**src/pkg/blis_pkg.sv**
```systemverilog
// package: register map, field layout and reset values of the block-level interrupt status block
package blis_pkg;
  localparam int NUM_CH = 3;
  localparam int SRC_W = 8;
  localparam logic [7:0] ENABLE_IDX = 8'h20;
  localparam logic [7:0] SUMMARY_IDX = 8'h21;
  localparam logic [7:0] SRC_STATUS_IDX0 = 8'h02;
  localparam logic [7:0] SRC_STATUS_IDX1 = 8'h0A;
  localparam logic [7:0] SRC_STATUS_IDX2 = 8'h12;
  localparam logic [7:0] SRC_ENABLE_IDX0 = 8'h01;
  localparam logic [7:0] SRC_ENABLE_IDX1 = 8'h09;
  localparam logic [7:0] SRC_ENABLE_IDX2 = 8'h11;
  localparam logic [7:0] FLAG_SET_IDX0 = 8'h30;
  localparam logic [7:0] FLAG_SET_IDX1 = 8'h31;
  localparam logic [7:0] FLAG_SET_IDX2 = 8'h32;
  localparam logic [1:0] ADDR_LSB = 2'h2;
  localparam int ADDR_W = 10;
  localparam logic [NUM_CH-1:0] ENABLE_RST = 3'h0;
  localparam logic [NUM_CH-1:0] SUMMARY_RST = 3'h0;
  localparam logic [SRC_W-1:0] SRC_RST = 8'h00;
endpackage

```
**src/verilog/blis_top.sv**
```systemverilog
// block-level interrupt status register of a three-channel line interface, reached over APB
// Function
// [RULE1] summary register 0x21, read-only, upper bits zero
// [RULE2] bit 2 shows channel 2 pending
// [RULE3] bit 1 shows channel 1 pending
// [RULE4] bit 0 shows channel 0 pending
// [RULE5] set bit holds until source status read
// [RULE6] host reads 0x12, 0x0A, 0x02 for cause
// [RULE7] block enable low blocks channel interrupts
// [RULE8] summary is OR of enabled flags, gated
//
// Our own choice: the APB interface to the registers.
`timescale 1ns/1ps
`default_nettype none
module blis_top
  import blis_pkg::*;
(
  input wire logic pclk,
  input wire logic presetn,
  input wire logic psel,
  input wire logic penable,
  input wire logic pwrite,
  input wire logic [ADDR_W-1:0] paddr,
  input wire logic [31:0] pwdata,
  output logic [31:0] prdata,
  output logic pready,
  output logic pslverr,
  output logic [NUM_CH-1:0] chan_irq
);
  ////////////////////////////////////////////////////////////////
  logic [NUM_CH-1:0] blk_en;
  logic [SRC_W-1:0] src_en [NUM_CH];
  logic [SRC_W-1:0] src_flag [NUM_CH];
  logic [NUM_CH-1:0] summary;
  wire logic [7:0] idx = paddr[ADDR_W-1:ADDR_LSB];
  wire logic setup = psel && !penable;
  wire logic acc = psel && penable && pready;
  wire logic wr_acc = acc && pwrite;
  wire logic rd_acc = acc && !pwrite;
  localparam logic [7:0] st_idx [NUM_CH] = '{SRC_STATUS_IDX0, SRC_STATUS_IDX1, SRC_STATUS_IDX2};
  localparam logic [7:0] en_idx [NUM_CH] = '{SRC_ENABLE_IDX0, SRC_ENABLE_IDX1, SRC_ENABLE_IDX2};
  localparam logic [7:0] fs_idx [NUM_CH] = '{FLAG_SET_IDX0, FLAG_SET_IDX1, FLAG_SET_IDX2};
  logic [NUM_CH-1:0] hit_st, hit_en, hit_fs, next_summary;
  logic [SRC_W-1:0] next_flag [NUM_CH];
  ////////////////////////////////////////////////////////////////
  // per-channel source flags, enables and summary
  genvar c;
  generate
    for (c = 0; c < NUM_CH; c++) begin : g_ch
      assign hit_st[c] = (idx == st_idx[c]);
      assign hit_en[c] = (idx == en_idx[c]);
      assign hit_fs[c] = (idx == fs_idx[c]);
      // reading source status clears it; new events in the same cycle win
      assign next_flag[c] = ((rd_acc && hit_st[c]) ? SRC_RST : src_flag[c])
                            | ((wr_acc && hit_fs[c]) ? pwdata[SRC_W-1:0] : SRC_RST); // [RULE5]
      // enabled flags ORed, gated by block enable
      assign next_summary[c] = blk_en[c] && |(next_flag[c] & src_en[c]); // [RULE2] [RULE3] [RULE4] [RULE7] [RULE8]
      always_ff @(posedge pclk or negedge presetn) begin
        if (!presetn) begin
          src_flag[c] <= SRC_RST;
          src_en[c] <= SRC_RST;
        end else begin
          src_flag[c] <= next_flag[c];
          if (wr_acc && hit_en[c]) begin
            src_en[c] <= pwdata[SRC_W-1:0];
          end
        end
      end
    end
  endgenerate
  ////////////////////////////////////////////////////////////////
  // apb slave: no wait states, ready raised in the first access cycle
  wire logic hit_blk = (idx == ENABLE_IDX);
  wire logic hit_sum = (idx == SUMMARY_IDX);
  wire logic mapped = hit_blk || hit_sum || (|hit_st) || (|hit_en) || (|hit_fs);
  wire logic bad_wr = pwrite && (hit_sum || (|hit_st)); // [RULE1]
  logic [31:0] rd_mux;
  always_comb begin
    rd_mux = 32'h0000_0000;
    if (hit_sum) rd_mux[NUM_CH-1:0] = summary; // [RULE1]
    if (hit_blk) rd_mux[NUM_CH-1:0] = blk_en;
    for (int i = 0; i < NUM_CH; i++) begin
      if (hit_st[i]) rd_mux[SRC_W-1:0] = src_flag[i]; // [RULE6]
      if (hit_en[i]) rd_mux[SRC_W-1:0] = src_en[i];
    end
  end
  always_ff @(posedge pclk or negedge presetn) begin
    if (!presetn) begin
      blk_en <= ENABLE_RST;
      summary <= SUMMARY_RST; // [RULE1]
      chan_irq <= SUMMARY_RST;
      pready <= 1'b0;
      pslverr <= 1'b0;
      prdata <= 32'h0000_0000;
    end else begin
      summary <= next_summary;
      chan_irq <= next_summary;
      if (wr_acc && hit_blk) begin
        blk_en <= pwdata[NUM_CH-1:0]; // [RULE7]
      end
      pready <= setup;
      pslverr <= setup && (!mapped || bad_wr);
      prdata <= setup && !pwrite ? rd_mux : 32'h0000_0000;
    end
  end
  ////////////////////////////////////////////////////////////////
  a_sum_zero_en: assert property (@(posedge pclk) disable iff (!presetn)
    (blk_en == 3'h0) |=> (summary == 3'h0)) // [RULE7]
    else $error("summary set with block enable off");
  a_sum_holds: assert property (@(posedge pclk) disable iff (!presetn)
    ($fell(summary[0]) && $past(blk_en[0]) && $past(src_en[0]) == $past(src_en[0], 2))
      |-> $past(rd_acc && hit_st[0])) // [RULE5]
    else $error("summary bit 0 fell without source status read");
  a_sum_or: assert property (@(posedge pclk) disable iff (!presetn) // [RULE2] [RULE8]
    summary[2] == ($past(blk_en[2]) && |(src_flag[2] & $past(src_en[2]))))
    else $error("summary bit 2 not OR of enabled flags");
  a_sum_ch1: assert property (@(posedge pclk) disable iff (!presetn)
    (wr_acc && hit_fs[1] && pwdata[0] && src_en[1][0] && blk_en[1]) |=> summary[1]) // [RULE3]
    else $error("channel 1 event did not set summary");
  a_sum_ch0: assert property (@(posedge pclk) disable iff (!presetn)
    (wr_acc && hit_fs[0] && pwdata[1] && src_en[0][1] && blk_en[0]) |=> summary[0] ##1 summary[0]) // [RULE4]
    else $error("channel 0 event did not set summary");
  a_sum_read: assert property (@(posedge pclk) disable iff (!presetn)
    (rd_acc && hit_sum) |-> (prdata[31:NUM_CH] == '0 && prdata[NUM_CH-1:0] == $past(summary))) // [RULE1]
    else $error("summary read data wrong");
  a_status_read: assert property (@(posedge pclk) disable iff (!presetn)
    (rd_acc && hit_st[2] && !(wr_acc)) |=> src_flag[2] == 8'h00) // [RULE6]
    else $error("source status not cleared by read");
  a_ready_one: assert property (@(posedge pclk) disable iff (!presetn)
    (psel && !penable) |=> pready) // [RULE1]
    else $error("ready not raised in access cycle");
  ////////////////////////////////////////////////////////////////
  // bus timing, read data, error response and channel irq copy
  a_ready_pulse: assert property (@(posedge pclk) disable iff (!presetn) // [RULE1]
    pready |=> !pready)
    else $error("ready held longer than one cycle");

  a_ready_setup: assert property (@(posedge pclk) disable iff (!presetn) // [RULE1]
    pready |-> $past(psel && !penable))
    else $error("ready without preceding setup");

  a_err_ready: assert property (@(posedge pclk) disable iff (!presetn) // [RULE1]
    pslverr |-> pready)
    else $error("error flagged outside access cycle");

  a_rdata_idle: assert property (@(posedge pclk) disable iff (!presetn) // [RULE1]
    !pready |-> (prdata == 32'h0000_0000))
    else $error("read data not zero outside access");

  a_sum_wr_err: assert property (@(posedge pclk) disable iff (!presetn) // [RULE1]
    (setup && pwrite && hit_sum) |=> pslverr)
    else $error("write to summary not refused");

  a_st_wr_err: assert property (@(posedge pclk) disable iff (!presetn) // [RULE1]
    (setup && pwrite && (|hit_st)) |=> pslverr)
    else $error("write to source status not refused");

  a_unmapped_err: assert property (@(posedge pclk) disable iff (!presetn) // [RULE1]
    (setup && !mapped) |=> pslverr)
    else $error("unmapped access not refused");

  a_good_noerr: assert property (@(posedge pclk) disable iff (!presetn) // [RULE1]
    (setup && mapped && !bad_wr) |=> !pslverr)
    else $error("legal access refused");

  a_sum_upper: assert property (@(posedge pclk) disable iff (!presetn) // [RULE1]
    (setup && !pwrite && hit_sum) |=> (prdata[31:NUM_CH] == '0))
    else $error("summary unused bits not zero");

  a_fs_rd_zero: assert property (@(posedge pclk) disable iff (!presetn) // [RULE1]
    (setup && !pwrite && (|hit_fs)) |=> (prdata == 32'h0000_0000))
    else $error("flag-set register read not zero");

  a_rdata_write: assert property (@(posedge pclk) disable iff (!presetn) // [RULE1]
    (setup && pwrite) |=> (prdata == 32'h0000_0000))
    else $error("read data not zero on write");

  a_irq_copy: assert property (@(posedge pclk) disable iff (!presetn) // [RULE2]
    chan_irq == summary)
    else $error("channel irq differs from summary");

  ////////////////////////////////////////////////////////////////
  // block enable register
  a_blk_write: assert property (@(posedge pclk) disable iff (!presetn) // [RULE7]
    (wr_acc && hit_blk) |=> (blk_en == $past(pwdata[NUM_CH-1:0])))
    else $error("block enable write lost");

  a_blk_stable: assert property (@(posedge pclk) disable iff (!presetn) // [RULE7]
    !(wr_acc && hit_blk) |=> $stable(blk_en))
    else $error("block enable changed without write");

  a_blk_rd_data: assert property (@(posedge pclk) disable iff (!presetn) // [RULE7]
    (setup && !pwrite && hit_blk) |=> (prdata[NUM_CH-1:0] == $past(blk_en)))
    else $error("block enable read data wrong");

  ////////////////////////////////////////////////////////////////
  // per-channel source flags and enables
  a_flag_clr_ch0: assert property (@(posedge pclk) disable iff (!presetn) // [RULE5]
    (rd_acc && hit_st[0]) |=> (src_flag[0] == SRC_RST))
    else $error("channel 0 status not cleared by read");

  a_flag_clr_ch1: assert property (@(posedge pclk) disable iff (!presetn) // [RULE5]
    (rd_acc && hit_st[1]) |=> (src_flag[1] == SRC_RST))
    else $error("channel 1 status not cleared by read");

  a_flag_set_ch0: assert property (@(posedge pclk) disable iff (!presetn) // [RULE8]
    (wr_acc && hit_fs[0]) |=> (src_flag[0] == ($past(src_flag[0]) | $past(pwdata[SRC_W-1:0]))))
    else $error("channel 0 event not recorded");

  a_flag_set_ch1: assert property (@(posedge pclk) disable iff (!presetn) // [RULE8]
    (wr_acc && hit_fs[1]) |=> (src_flag[1] == ($past(src_flag[1]) | $past(pwdata[SRC_W-1:0]))))
    else $error("channel 1 event not recorded");

  a_flag_set_ch2: assert property (@(posedge pclk) disable iff (!presetn) // [RULE8]
    (wr_acc && hit_fs[2]) |=> (src_flag[2] == ($past(src_flag[2]) | $past(pwdata[SRC_W-1:0]))))
    else $error("channel 2 event not recorded");

  a_flag_hold_ch0: assert property (@(posedge pclk) disable iff (!presetn) // [RULE5]
    !(acc && (hit_st[0] || hit_fs[0])) |=> $stable(src_flag[0]))
    else $error("channel 0 flags changed without access");

  a_flag_hold_ch1: assert property (@(posedge pclk) disable iff (!presetn) // [RULE5]
    !(acc && (hit_st[1] || hit_fs[1])) |=> $stable(src_flag[1]))
    else $error("channel 1 flags changed without access");

  a_flag_hold_ch2: assert property (@(posedge pclk) disable iff (!presetn) // [RULE5]
    !(acc && (hit_st[2] || hit_fs[2])) |=> $stable(src_flag[2]))
    else $error("channel 2 flags changed without access");

  a_en_write_ch0: assert property (@(posedge pclk) disable iff (!presetn) // [RULE8]
    (wr_acc && hit_en[0]) |=> (src_en[0] == $past(pwdata[SRC_W-1:0])))
    else $error("channel 0 source enable write lost");

  a_en_write_ch1: assert property (@(posedge pclk) disable iff (!presetn) // [RULE8]
    (wr_acc && hit_en[1]) |=> (src_en[1] == $past(pwdata[SRC_W-1:0])))
    else $error("channel 1 source enable write lost");

  a_en_write_ch2: assert property (@(posedge pclk) disable iff (!presetn) // [RULE8]
    (wr_acc && hit_en[2]) |=> (src_en[2] == $past(pwdata[SRC_W-1:0])))
    else $error("channel 2 source enable write lost");

  a_en_hold_ch0: assert property (@(posedge pclk) disable iff (!presetn) // [RULE8]
    !(wr_acc && hit_en[0]) |=> $stable(src_en[0]))
    else $error("channel 0 source enable changed without write");

  a_en_hold_ch1: assert property (@(posedge pclk) disable iff (!presetn) // [RULE8]
    !(wr_acc && hit_en[1]) |=> $stable(src_en[1]))
    else $error("channel 1 source enable changed without write");

  a_en_hold_ch2: assert property (@(posedge pclk) disable iff (!presetn) // [RULE8]
    !(wr_acc && hit_en[2]) |=> $stable(src_en[2]))
    else $error("channel 2 source enable changed without write");

  a_st_rd_ch0: assert property (@(posedge pclk) disable iff (!presetn) // [RULE6]
    (setup && !pwrite && hit_st[0]) |=> (prdata[SRC_W-1:0] == $past(src_flag[0])))
    else $error("channel 0 status read data wrong");

  a_st_rd_ch1: assert property (@(posedge pclk) disable iff (!presetn) // [RULE6]
    (setup && !pwrite && hit_st[1]) |=> (prdata[SRC_W-1:0] == $past(src_flag[1])))
    else $error("channel 1 status read data wrong");

  a_st_rd_ch2: assert property (@(posedge pclk) disable iff (!presetn) // [RULE6]
    (setup && !pwrite && hit_st[2]) |=> (prdata[SRC_W-1:0] == $past(src_flag[2])))
    else $error("channel 2 status read data wrong");

  ////////////////////////////////////////////////////////////////
  // per-channel summary bits
  a_sum_or_ch0: assert property (@(posedge pclk) disable iff (!presetn) // [RULE4] [RULE8]
    summary[0] == ($past(blk_en[0]) && |(src_flag[0] & $past(src_en[0]))))
    else $error("summary bit 0 not OR of enabled flags");

  a_sum_or_ch1: assert property (@(posedge pclk) disable iff (!presetn) // [RULE3] [RULE8]
    summary[1] == ($past(blk_en[1]) && |(src_flag[1] & $past(src_en[1]))))
    else $error("summary bit 1 not OR of enabled flags");

  a_sum_gate_ch0: assert property (@(posedge pclk) disable iff (!presetn) // [RULE7]
    !blk_en[0] |=> !summary[0])
    else $error("summary bit 0 set with channel disabled");

  a_sum_gate_ch1: assert property (@(posedge pclk) disable iff (!presetn) // [RULE7]
    !blk_en[1] |=> !summary[1])
    else $error("summary bit 1 set with channel disabled");

  a_sum_gate_ch2: assert property (@(posedge pclk) disable iff (!presetn) // [RULE7]
    !blk_en[2] |=> !summary[2])
    else $error("summary bit 2 set with channel disabled");

  a_sum_nosrc_ch0: assert property (@(posedge pclk) disable iff (!presetn) // [RULE8]
    (src_en[0] == SRC_RST) |=> !summary[0])
    else $error("summary bit 0 set with no source enabled");

  a_sum_nosrc_ch1: assert property (@(posedge pclk) disable iff (!presetn) // [RULE8]
    (src_en[1] == SRC_RST) |=> !summary[1])
    else $error("summary bit 1 set with no source enabled");

  a_sum_nosrc_ch2: assert property (@(posedge pclk) disable iff (!presetn) // [RULE8]
    (src_en[2] == SRC_RST) |=> !summary[2])
    else $error("summary bit 2 set with no source enabled");

  a_sum_keep_ch0: assert property (@(posedge pclk) disable iff (!presetn) // [RULE5]
    (summary[0] && blk_en[0] && $stable(src_en[0]) && !(rd_acc && hit_st[0]))
      |=> summary[0])
    else $error("summary bit 0 dropped without status read");

  a_sum_keep_ch1: assert property (@(posedge pclk) disable iff (!presetn) // [RULE5]
    (summary[1] && blk_en[1] && $stable(src_en[1]) && !(rd_acc && hit_st[1]))
      |=> summary[1])
    else $error("summary bit 1 dropped without status read");

  a_sum_keep_ch2: assert property (@(posedge pclk) disable iff (!presetn) // [RULE5]
    (summary[2] && blk_en[2] && $stable(src_en[2]) && !(rd_acc && hit_st[2]))
      |=> summary[2])
    else $error("summary bit 2 dropped without status read");
endmodule
`default_nettype wire
```
**config.mk**
```make
export PLATFORM = sky130hd
export DESIGN_NAME = blis_top
export DESIGN_NICKNAME = d
export VERILOG_FILES = /design/src/pkg/blis_pkg.sv /design/src/verilog/blis_top.sv
export SDC_FILE = /design/constraint.sdc
export NUM_CORES = 1
export LEC_CHECK = 0
export BUFFER_PORTS_ARGS = -buffer_cell sky130_fd_sc_hd__buf_2
export CORE_UTILIZATION = 49
export DETAILED_ROUTE_END_ITERATION = 8
export GPL_ROUTABILITY_DRIVEN = 0
export PLACE_DENSITY = 0.77
export SLEW_MARGIN = 20
export SYNTH_ARGS = -nofsm -noshare
export SYNTH_HDL_FRONTEND = slang
export SYNTH_SLANG_ARGS = --single-unit
```
**constraint.sdc**
```tcl
create_clock -name pclk -period 1.58 [get_ports pclk]
set_input_delay 0.237 -clock pclk [delete_from_list [all_inputs] [get_ports pclk]]
set_output_delay 0.237 -clock pclk [all_outputs]
set_load 0.01 [all_outputs]
```
Yosys cells after proc, flatten, opt, wreduce, memory -nomap -nowiden

Cells that the tools add are included.

Register bits after elaboration: 64
Logic and storage cells: 79

Mux-type cells: 15
Equality and inequality tests: 11
Bitwise gates (word level): 6
Reductions and logical operators: 36

Operator list:

| kind                 | count |
|---|---|
| $mux W8              | 13 |
| $eq A8 B6 Y1 const B | 5 |
| $and A8 B8 Y8        | 3 |
| $or A8 B8 Y8         | 3 |
| $reduce_or A8 Y1     | 3 |
| $logic_and A1 B1 Y1  | 21 |
| $eq A8 B4 Y1 const B | 2 |
| $eq A8 B5 Y1 const B | 2 |
| $reduce_or A3 Y1     | 3 |
| $eq A8 B1 Y1 const B | 1 |
| $eq A8 B2 Y1 const B | 1 |
| $logic_or A1 B1 Y1   | 6 |
| $mux W3              | 2 |
| $logic_not A1 Y1     | 3 |

Depth between registers and ports, before layout

Gate-level depths: netlist (run 1).

Depth in word-level cells: 10
Depth in mapped cells: 7
Depth with buffers taken out: 5

Worst setup path before layout (run 1)

No wires, ideal clock.

Kind: input-to-reg
Start point: input paddr[4]
End point: register src_flag[16] in the netlist's numbering
Cell stages on the path: 6
Setup slack: -0.137 ns
Required time: 1.459 ns
Library setup time: 0.121 ns
Path buffers: 2
Arrival: 1.596 ns
Cells stage by stage: buf_6 or4b_4 buf_6 nor3_4 nand2_4 a22o_1

RTL lines:

| element                         | RTL line       | source |
|---|---|---|
| from (decl)                     | blis_top.sv:23 | `input wire logic [ADDR_W-1:0] paddr,` |
| to (signal, indexed assignment) | blis_top.sv:63 | `src_flag[c] <= next_flag[c];` |
| to (decl)                       | blis_top.sv:33 | `logic [SRC_W-1:0] src_flag [NUM_CH];` |

Worst setup path in the final report (run 1)

Start point: register pready
End point: register summary[1]

Longest elaborated chain between the ends: 8

RTL lines:

| element                                | RTL line                       | source |
|---|---|---|
| from (decl)                            | blis_top.sv:26                 | `output logic pready,` |
| from (signal assigned)                 | blis_top.sv:101                | `pready <= setup;` |
| $logic_and A1 B1 Y1 (*)                | blis_top.sv:37                 | `wire logic acc = psel && penable && pready;` |
| $logic_and A1 B1 Y1 (on tied branches) | blis_top.sv:39, blis_top.sv:38 |  |
| $logic_and A1 B1 Y1 (on tied branches) | blis_top.sv:54, blis_top.sv:55 |  |
| $mux W8 (on tied branches)             | blis_top.sv:54, blis_top.sv:55 |  |
| $or A8 B8 Y8 (*)                       | blis_top.sv:55                 | `\| ((wr_acc && hit_fs[c]) ? pwdata[SRC_W-1:0] : SRC_RST);` |
| $and A8 B8 Y8 (*)                      | blis_top.sv:57                 | `assign next_summary[c] = blk_en[c] && \|(next_flag[c] & src_en[c]);` |
| $reduce_or A8 Y1 (*)                   | blis_top.sv:57                 |  |
| $logic_and A1 B1 Y1 (*)                | blis_top.sv:57                 |  |
| via next_summary[1]                    | blis_top.sv:43                 | `logic [NUM_CH-1:0] hit_st, hit_en, hit_fs, next_summary;` |
| to (signal assigned)                   | blis_top.sv:96                 | `summary <= next_summary;` |
| to (decl)                              | blis_top.sv:34                 | `logic [NUM_CH-1:0] summary;` |

The timed path passes the listed nets; every way through them passes the cells marked *.
A chain may end at the register's enable or synchronous reset.

==> results.md, run 1 <==
- Adder-Cell Fraction of Synth Area: 0
- Layout area overhead: 19.7%
- Final setup violating endpoints: 0
- Fin Setup TNS: 0 ns
- Final HPWL DP: roughly 7 mm
- Detailed Route Iter0 Violations: between 200 and 300
- EDFF count, synth: 0
- Initial antenna violation count: 0
- Root Driver: clkbuf_8
- Max VDD drop: slightly above 0.5 mV
- Nets: 447
- CP Data Required Time: 1.82 ns
- CTS H-tree depth: 3
- Most common flop cell mapped by yosys: dfrtp_1
- Register area: approximately 1600 µm²
- Max frequency: between 600 and 700 MHz
- Maximum fanout along the worst path: 3
- Number of global-route vias before repair: slightly below 3000
- Row count: 30
- Postcts setup bufs: 0
- Max clock buf depth: 2
- Core box area: ~7000 µm²
- Mapped Area: 3610 µm²
- Combinational Power Share: 0.101
- Top-count cell post-synth: dfrtp_1
- Leak: 2.06 nW
- Clk slew on worst S/H paths: ~0.07 ns
- CP Capture Type: flop
- CP Class: flop to flop
- Netlist cell types: 48
- Sw frac: 0.262
- Power per cell area: approximately 740 nW/µm²
- Max Slew Vio Count: 0
- Crit-path cells: and4_2 -> nand4_4 -> buf_4 -> nor2_2 -> a22oi_1 -> buf_4 -> nor2b_1
- Layout cell share with drive strength beyond 1: 0.365
- Synth Instances: ~320
- Die width: 87.9 µm
- Total GRT Usage: 0.266
- Most frequent CP cell: buf_4
- Fin Clk Skew: slightly above 0.007 ns
- Sequential share of power: 0.515
- Final min period: about 1.5 ns
- Synth Register Bits: 64
- Xor/xnor cell area share of the yosys netlist: 0
- Avg Cell Area, Syn: 11.1 µm²
- CP Buf/Inv Count: 2
- Arr. time, crit path: roughly 1.8 ns
- Top post-synthesis cells by area: dfrtp_1, a22oi_1, mux2_2, buf_4, a22o_1
- Critical path's slowest cell: dfrtp_1
- # clock sinks: 64
- Area leader, netlist: dfrtp_1
- RSZ-0062 raised after global routing: no
- IO Pins: 84
- Register area share after synthesis: 0.443
- Final hold viol count: 0
- CTS tree: done
- Startpoint Class: flop
- Clock insertion delay at the later pin of the skew report: 0.34 ns
- Multi-input logic area: 1810 µm²
- Grt ovf: 0
- Slowest stage delay, CP: between 0.3 and 0.4 ns
- Ant. Diodes: 0
- Port Buf Inserts: 33
- Synth Warn #: 0
- Drt via density: ~6.2
- Wire per inst: between 15 and 20 µm
- Simple-gate share of the synthesized area: 0.156
- Tcrit/Tclk final: 0.972
- First-pass GRT wire length: 15.2 mm
- Fin util: 0.623
- Largest delay share family, worst path: simple AND/OR/NAND/NOR gates
- Fillers: 581
- Remaining antenna violation count: 0
- Outcome: finished, final reports clean
- Num CTS Buffers: 9
- Pre-Repair DR Iteration Count: 5
- Ys async rst share: 1.00
- Total of max-cap violations: 0
- Top-area cell type share of the netlist area: 0.443
- Drt drc: 0
- Die Area: ~7700 µm²
- Main combinational cell family by area after synthesis: compound AO/OA/AOI/OAI gates
- Initial Utilization: 0.520
- P_int: 2.37 mW
- Routed vias: between 3000 and 4000
- Top post-synthesis cells by count: dfrtp_1, a22oi_1, buf_4
- Post-synthesis mux area share: 0.107
- Clock power share: 0.384
- Compound-Gate Fraction of Synth Area: 0.212
- Total wire length: ~9.5 mm
- Hold/Removal Path Class: input pin to flop
- Die H: roughly 88 µm
- Switching pwr: ~840 µW
- Largest net degree at the start of global routing: between 60 and 70
flip-flops by register name (all words and copies together), names as in the netlist:
signal    cells
src_en       24
src_flag     24
prdata        8
blk_en        3
summary       3
pready        1
pslverr       1
power groups by stage:
stage	clock [mW]	combinational [mW]	sequential, mW
2_1_floorplan	0	0.202	1.68
3_3_place_gp	0	0.312	1.68
3_5_place_dp	0	0.320	1.68
4_1_cts	1.24	0.323	1.65
5_1_grt	1.30	0.357	1.65
6_report	1.23	0.325	1.65
metal layers:
metal	routed length (µm)	part of all wire	vias up	global-route usage
met5	0	0	-	0
met4	335	0.035	0	0.140
met3	776	0.082	35	0.0566
met2	4180	0.44	200	0.383
met1	4190	0.44	1525	0.378
li1	-	-	1343	-
cells by family after synthesis:
family	after synthesis
other cells	1
compound gates	103
simple gates	79
buf+inv	45
mux	32
flops	64
timing repair:
| action | in CTS | in global routing |
|---|---|---|
| endpoints found under the hold margin | 64 | 0 |
| resized for setup | 0 | 3 |
| hold buffers | 1 | 0 |
| endpoints found under the setup margin | 0 | 10 |
cell usage in the layout (no fill, tap or decap), types with 4 or more instances in the layout:
cell type / n
nand2b_1: 4
nand4_1: 6
mux2_2: 20
a22oi_1: 38
nand2_1: 8
dfrtp_1: 64
a21oi_1: 10
buf_4: 48
clkbuf_8: 10
mux2_4: 8
a22o_1: 24
o21ai_0: 9
conb_1: 24
nand3_1: 7
buf_12: 4
mux2i_1: 4
a211oi_1: 4
o22ai_1: 7
nor2b_1: 8
buf_2: 33
nor2_1: 20
metrics by stage:
stage          hold WS [ns]  area (µm²)  instances  setup WS (ns)  power, mW
2_1_floorplan       -0.0586        3710        347         -0.125       1.89
3_3_place_gp          0.272        4140        484         -0.243       2.00
3_5_place_dp          0.276        4140        484         -0.240       2.00
4_1_cts               0.190        4310        501         0.0147       3.21
5_1_grt               0.196        4330        501        0.00657       3.31
6_report              0.191        4330        501         0.0445       3.21
cell type report:
cell class | instances | share of cell area
Clock inverter | 3 | 0.00405
Multi-Input combinational cell | 238 | 0.419
Timing Repair Buffer | 87 | 0.145
Clock buffer | 13 | 0.0344
Tap cell | 96 | 0.0278
Sequential cell | 64 | 0.370
worst reg2reg max path, cell delays in order, from the launching register on:
cell and delay (ns):
dfrtp_1 0.37, and4_2 0.28, nand4_4 0.12, buf_4 0.15, nor2_2 0.05, a22oi_1 0.27
buf_4 0.17, nor2b_1 0.03
final timing paths:
path	cells past startpoint	end	startpoint	slack, ns
worst min register to register	1	summary[1]$_DFF_PN0_	blk_en[1]$_DFFE_PN0P_	0.54
worst max register to register	7	summary[1]$_DFF_PN0_	pready$_DFF_PN0_	0.04
max in group asynchronous	3	src_flag[14]$_DFF_PN0_	presetn	0.86
min in group asynchronous	3	src_en[7]$_DFFE_PN0P_	presetn	0.43
worst min-delay path	3	pready$_DFF_PN0_	penable	0.19
worst max-delay path	7	summary[1]$_DFF_PN0_	pready$_DFF_PN0_	0.04
No activity file was read; power rests on OpenSTA's default activity.
==> run 2: changes to the inputs <==
--- a/config.mk
+++ b/config.mk
@@ -6,10 +6,12 @@
 export NUM_CORES = 1
 export LEC_CHECK = 0
 export BUFFER_PORTS_ARGS = -buffer_cell sky130_fd_sc_hd__buf_2
+export CORE_ASPECT_RATIO = 0.6
 export CORE_UTILIZATION = 49
 export DETAILED_ROUTE_END_ITERATION = 8
 export GPL_ROUTABILITY_DRIVEN = 0
 export PLACE_DENSITY = 0.77
+export SETUP_SLACK_MARGIN = 0.3
 export SLEW_MARGIN = 20
 export SYNTH_ARGS = -nofsm -noshare
 export SYNTH_HDL_FRONTEND = slang
==> run 2 against run 1 <==
  * Sequential share of layout area fell by 5.2 points
  * Non-clock buffer count rose by 21
  * Core utilization rose by 11 points
  * Sequential cell count did not move
  * Combinational power rose by 30%
  * Routed wire length rose by 23%
  * Total power rose by 28%
  * Clock power rose by 64%
  * Critical endpoint is now prdata[1]$_DFF_PN0_
==> results.md, run 2 (synthesis results as in run 1) <==
- PnR worst setup slack: approximately 0.031 ns
- Total GRT Usage: 0.307
- Fillers: between 400 and 500
- Drt drc: 0
- Max clock buf depth: 2
- Clock insertion delay at the later pin of the skew report: 0.33 ns
- Final hold viol count: 0
- Grt ovf: 0
- Reg2reg setup slack: 0.03 ns
- Initial antenna violation count: 0
- Pre-CTS setup slack: -0.232 ns
- Critical path's slowest cell: dfrtp_1
- Outcome: finished, final reports clean
- Startpoint Class: flop
- Detailed Route Iter0 Violations: roughly 300
- Maximum fanout along the worst path: 3
- Max frequency: between 600 and 700 MHz
- Row count: 23
- CTS H-tree depth: 3
- Final setup violating endpoints: 0
- RR Endpoint: prdata[1]$_DFF_PN0_
- First-pass GRT wire length: 17.2 mm
- Number of global-route vias before repair: 3149
- Crit-path cells: nor2b_2 -> mux2i_1 -> o41ai_1 -> o21ai_1 -> a221oi_2
- Leading cell type in the layout, fill and taps excluded: dfrtp_1
- CP Data Required Time: between 1.5 and 2 ns
- Nets: ~470
- Num CTS Buffers: 9
- Total wire length: about 12 mm
- Die width: between 100 and 150 µm
- Core box area: about 6900 µm²
- Leak: roughly 2.4 nW
- Total of max-cap violations: 0
- Wire per inst: ~23 µm
- Largest net degree at the start of global routing: 65
- Max VDD drop: ~0.67 mV
- Remaining antenna violation count: 0
- CP Class: flop to flop
- Slowest stage delay, CP: approximately 0.36 ns
- Die Area: around 7700 µm²
- Max Slew Vio Count: 0
- Fin Clk Skew: 0.00790 ns
- Power per cell area: a little over 800 nW/µm²
- Final HPWL DP: ~7.5 mm
- Top flop regs: src_en x24, src_flag x24, prdata x8
- Port Buf Inserts: 33
- Fin Setup TNS: 0 ns
- Most frequent cells in the layout: dfrtp_1, buf_4, a22oi_1, buf_2
- Tcrit/Tclk final: 0.980
- RSZ-0062 raised after global routing: yes
- Initial Utilization: 0.523
- Clk slew on worst S/H paths: 0.06 ns
- RR Startpoint: blk_en[1]$_DFFE_PN0P_
- Arr. time, crit path: about 1.8 ns
- IO Pins: 84
- Die H: slightly below 70 µm
- Ant. Diodes: 0
- CTS tree: done
- Routed vias: 3300
- Layout cell share with drive strength beyond 1: 0.506
- Hold/Removal Path Class: input pin to flop
- # clock sinks: between 60 and 70
- Cell Count, Final, Fillers Out: between 500 and 600
- Pre-Repair DR Iteration Count: 5
- Final min period: roughly 1.5 ns
- CP Capture Type: flop
- Crit path to: prdata[1]$_DFF_PN0_
- Drt via density: around 6.4
- R2R cell count: 5
- Root Driver: clkbuf_16
- Layout area overhead: 39.5%
- Critical path origin: blk_en[1]$_DFFE_PN0P_
- # placed instances: approximately 480
[run 2: worst max-delay path, delay by kind of cell, from the launching register on]
kind / cells / cell delay, ns
AO/OA/AOI/OAI: 3 / 0.80
flip-flops: 1 / 0.36
AND/OR/NAND/NOR: 1 / 0.18
multiplexers: 1 / 0.10
[run 2: cell type report]
class,count,area [µm²],area share
multi-input combinational,239,2110,0.420
sequential,64,1600,0.318
timing repair buffer,108,906,0.180
clock buffer,12,256,0.0509
tap,87,109,0.0216
clock inverter,4,52.6,0.0104
[run 2: layer usage]
layer	vias to the layer above	global-route usage	wire, µm
met5	-	0	0
met2	237	0.465	5140
met3	30	0.106	1340
met4	0	0.110	264
li1	1390	-	-
met1	1643	0.413	4920
[run 2: power by group]
group / internal, mW / leakage, nW / switching [mW] / total [mW]
Sequential: 1.65 / 0.892 / 0.00844 / 1.66
Combinational: 0.167 / 1.33 / 0.256 / 0.423
Clock: 1.31 / 0.153 / 0.713 / 2.02
Total: 3.12 / 2.37 / 0.978 / 4.10
[run 2: stage by stage]
stage                     power [mW]   util  hold WS [ns]  cell area, µm²
after floorplan                 1.89      -       -0.0586            3740
after global placement          2.01  0.607         0.270            4190
after detailed placement        2.02  0.607         0.271            4190
after CTS                       4.06  0.697         0.304            4810
after global routing            4.23  0.730         0.321            5040
final                           4.10  0.730         0.328            5040
[run 2: timing repair]
action	in CTS	in global routing
endpoints found under the hold margin	64	0
endpoints found under the setup margin	63	63
setup buffers	9	4
resized for setup	57	48
pin swaps	26	22
hold buffers	1	0
cloned	1	0
[run 2: how the worst min path moves through the flow]
| stage | from | cells past startpoint | slack (ns) | end |
|---|---|---|---|---|
| finish | pwdata[4] | 2 | 0.33 | src_flag[20]$_DFF_PN0_ |
| global placement | presetn | 2 | 0.27 | pslverr$_DFF_PN0_ |
| floorplan | presetn | 0 | -0.06 | blk_en[0]$_DFFE_PN0P_ |
| CTS | pwdata[6] | 2 | 0.30 | src_flag[22]$_DFF_PN0_ |
| detailed placement | presetn | 2 | 0.27 | prdata[1]$_DFF_PN0_ |
| global route | pwdata[4] | 2 | 0.32 | src_flag[20]$_DFF_PN0_ |
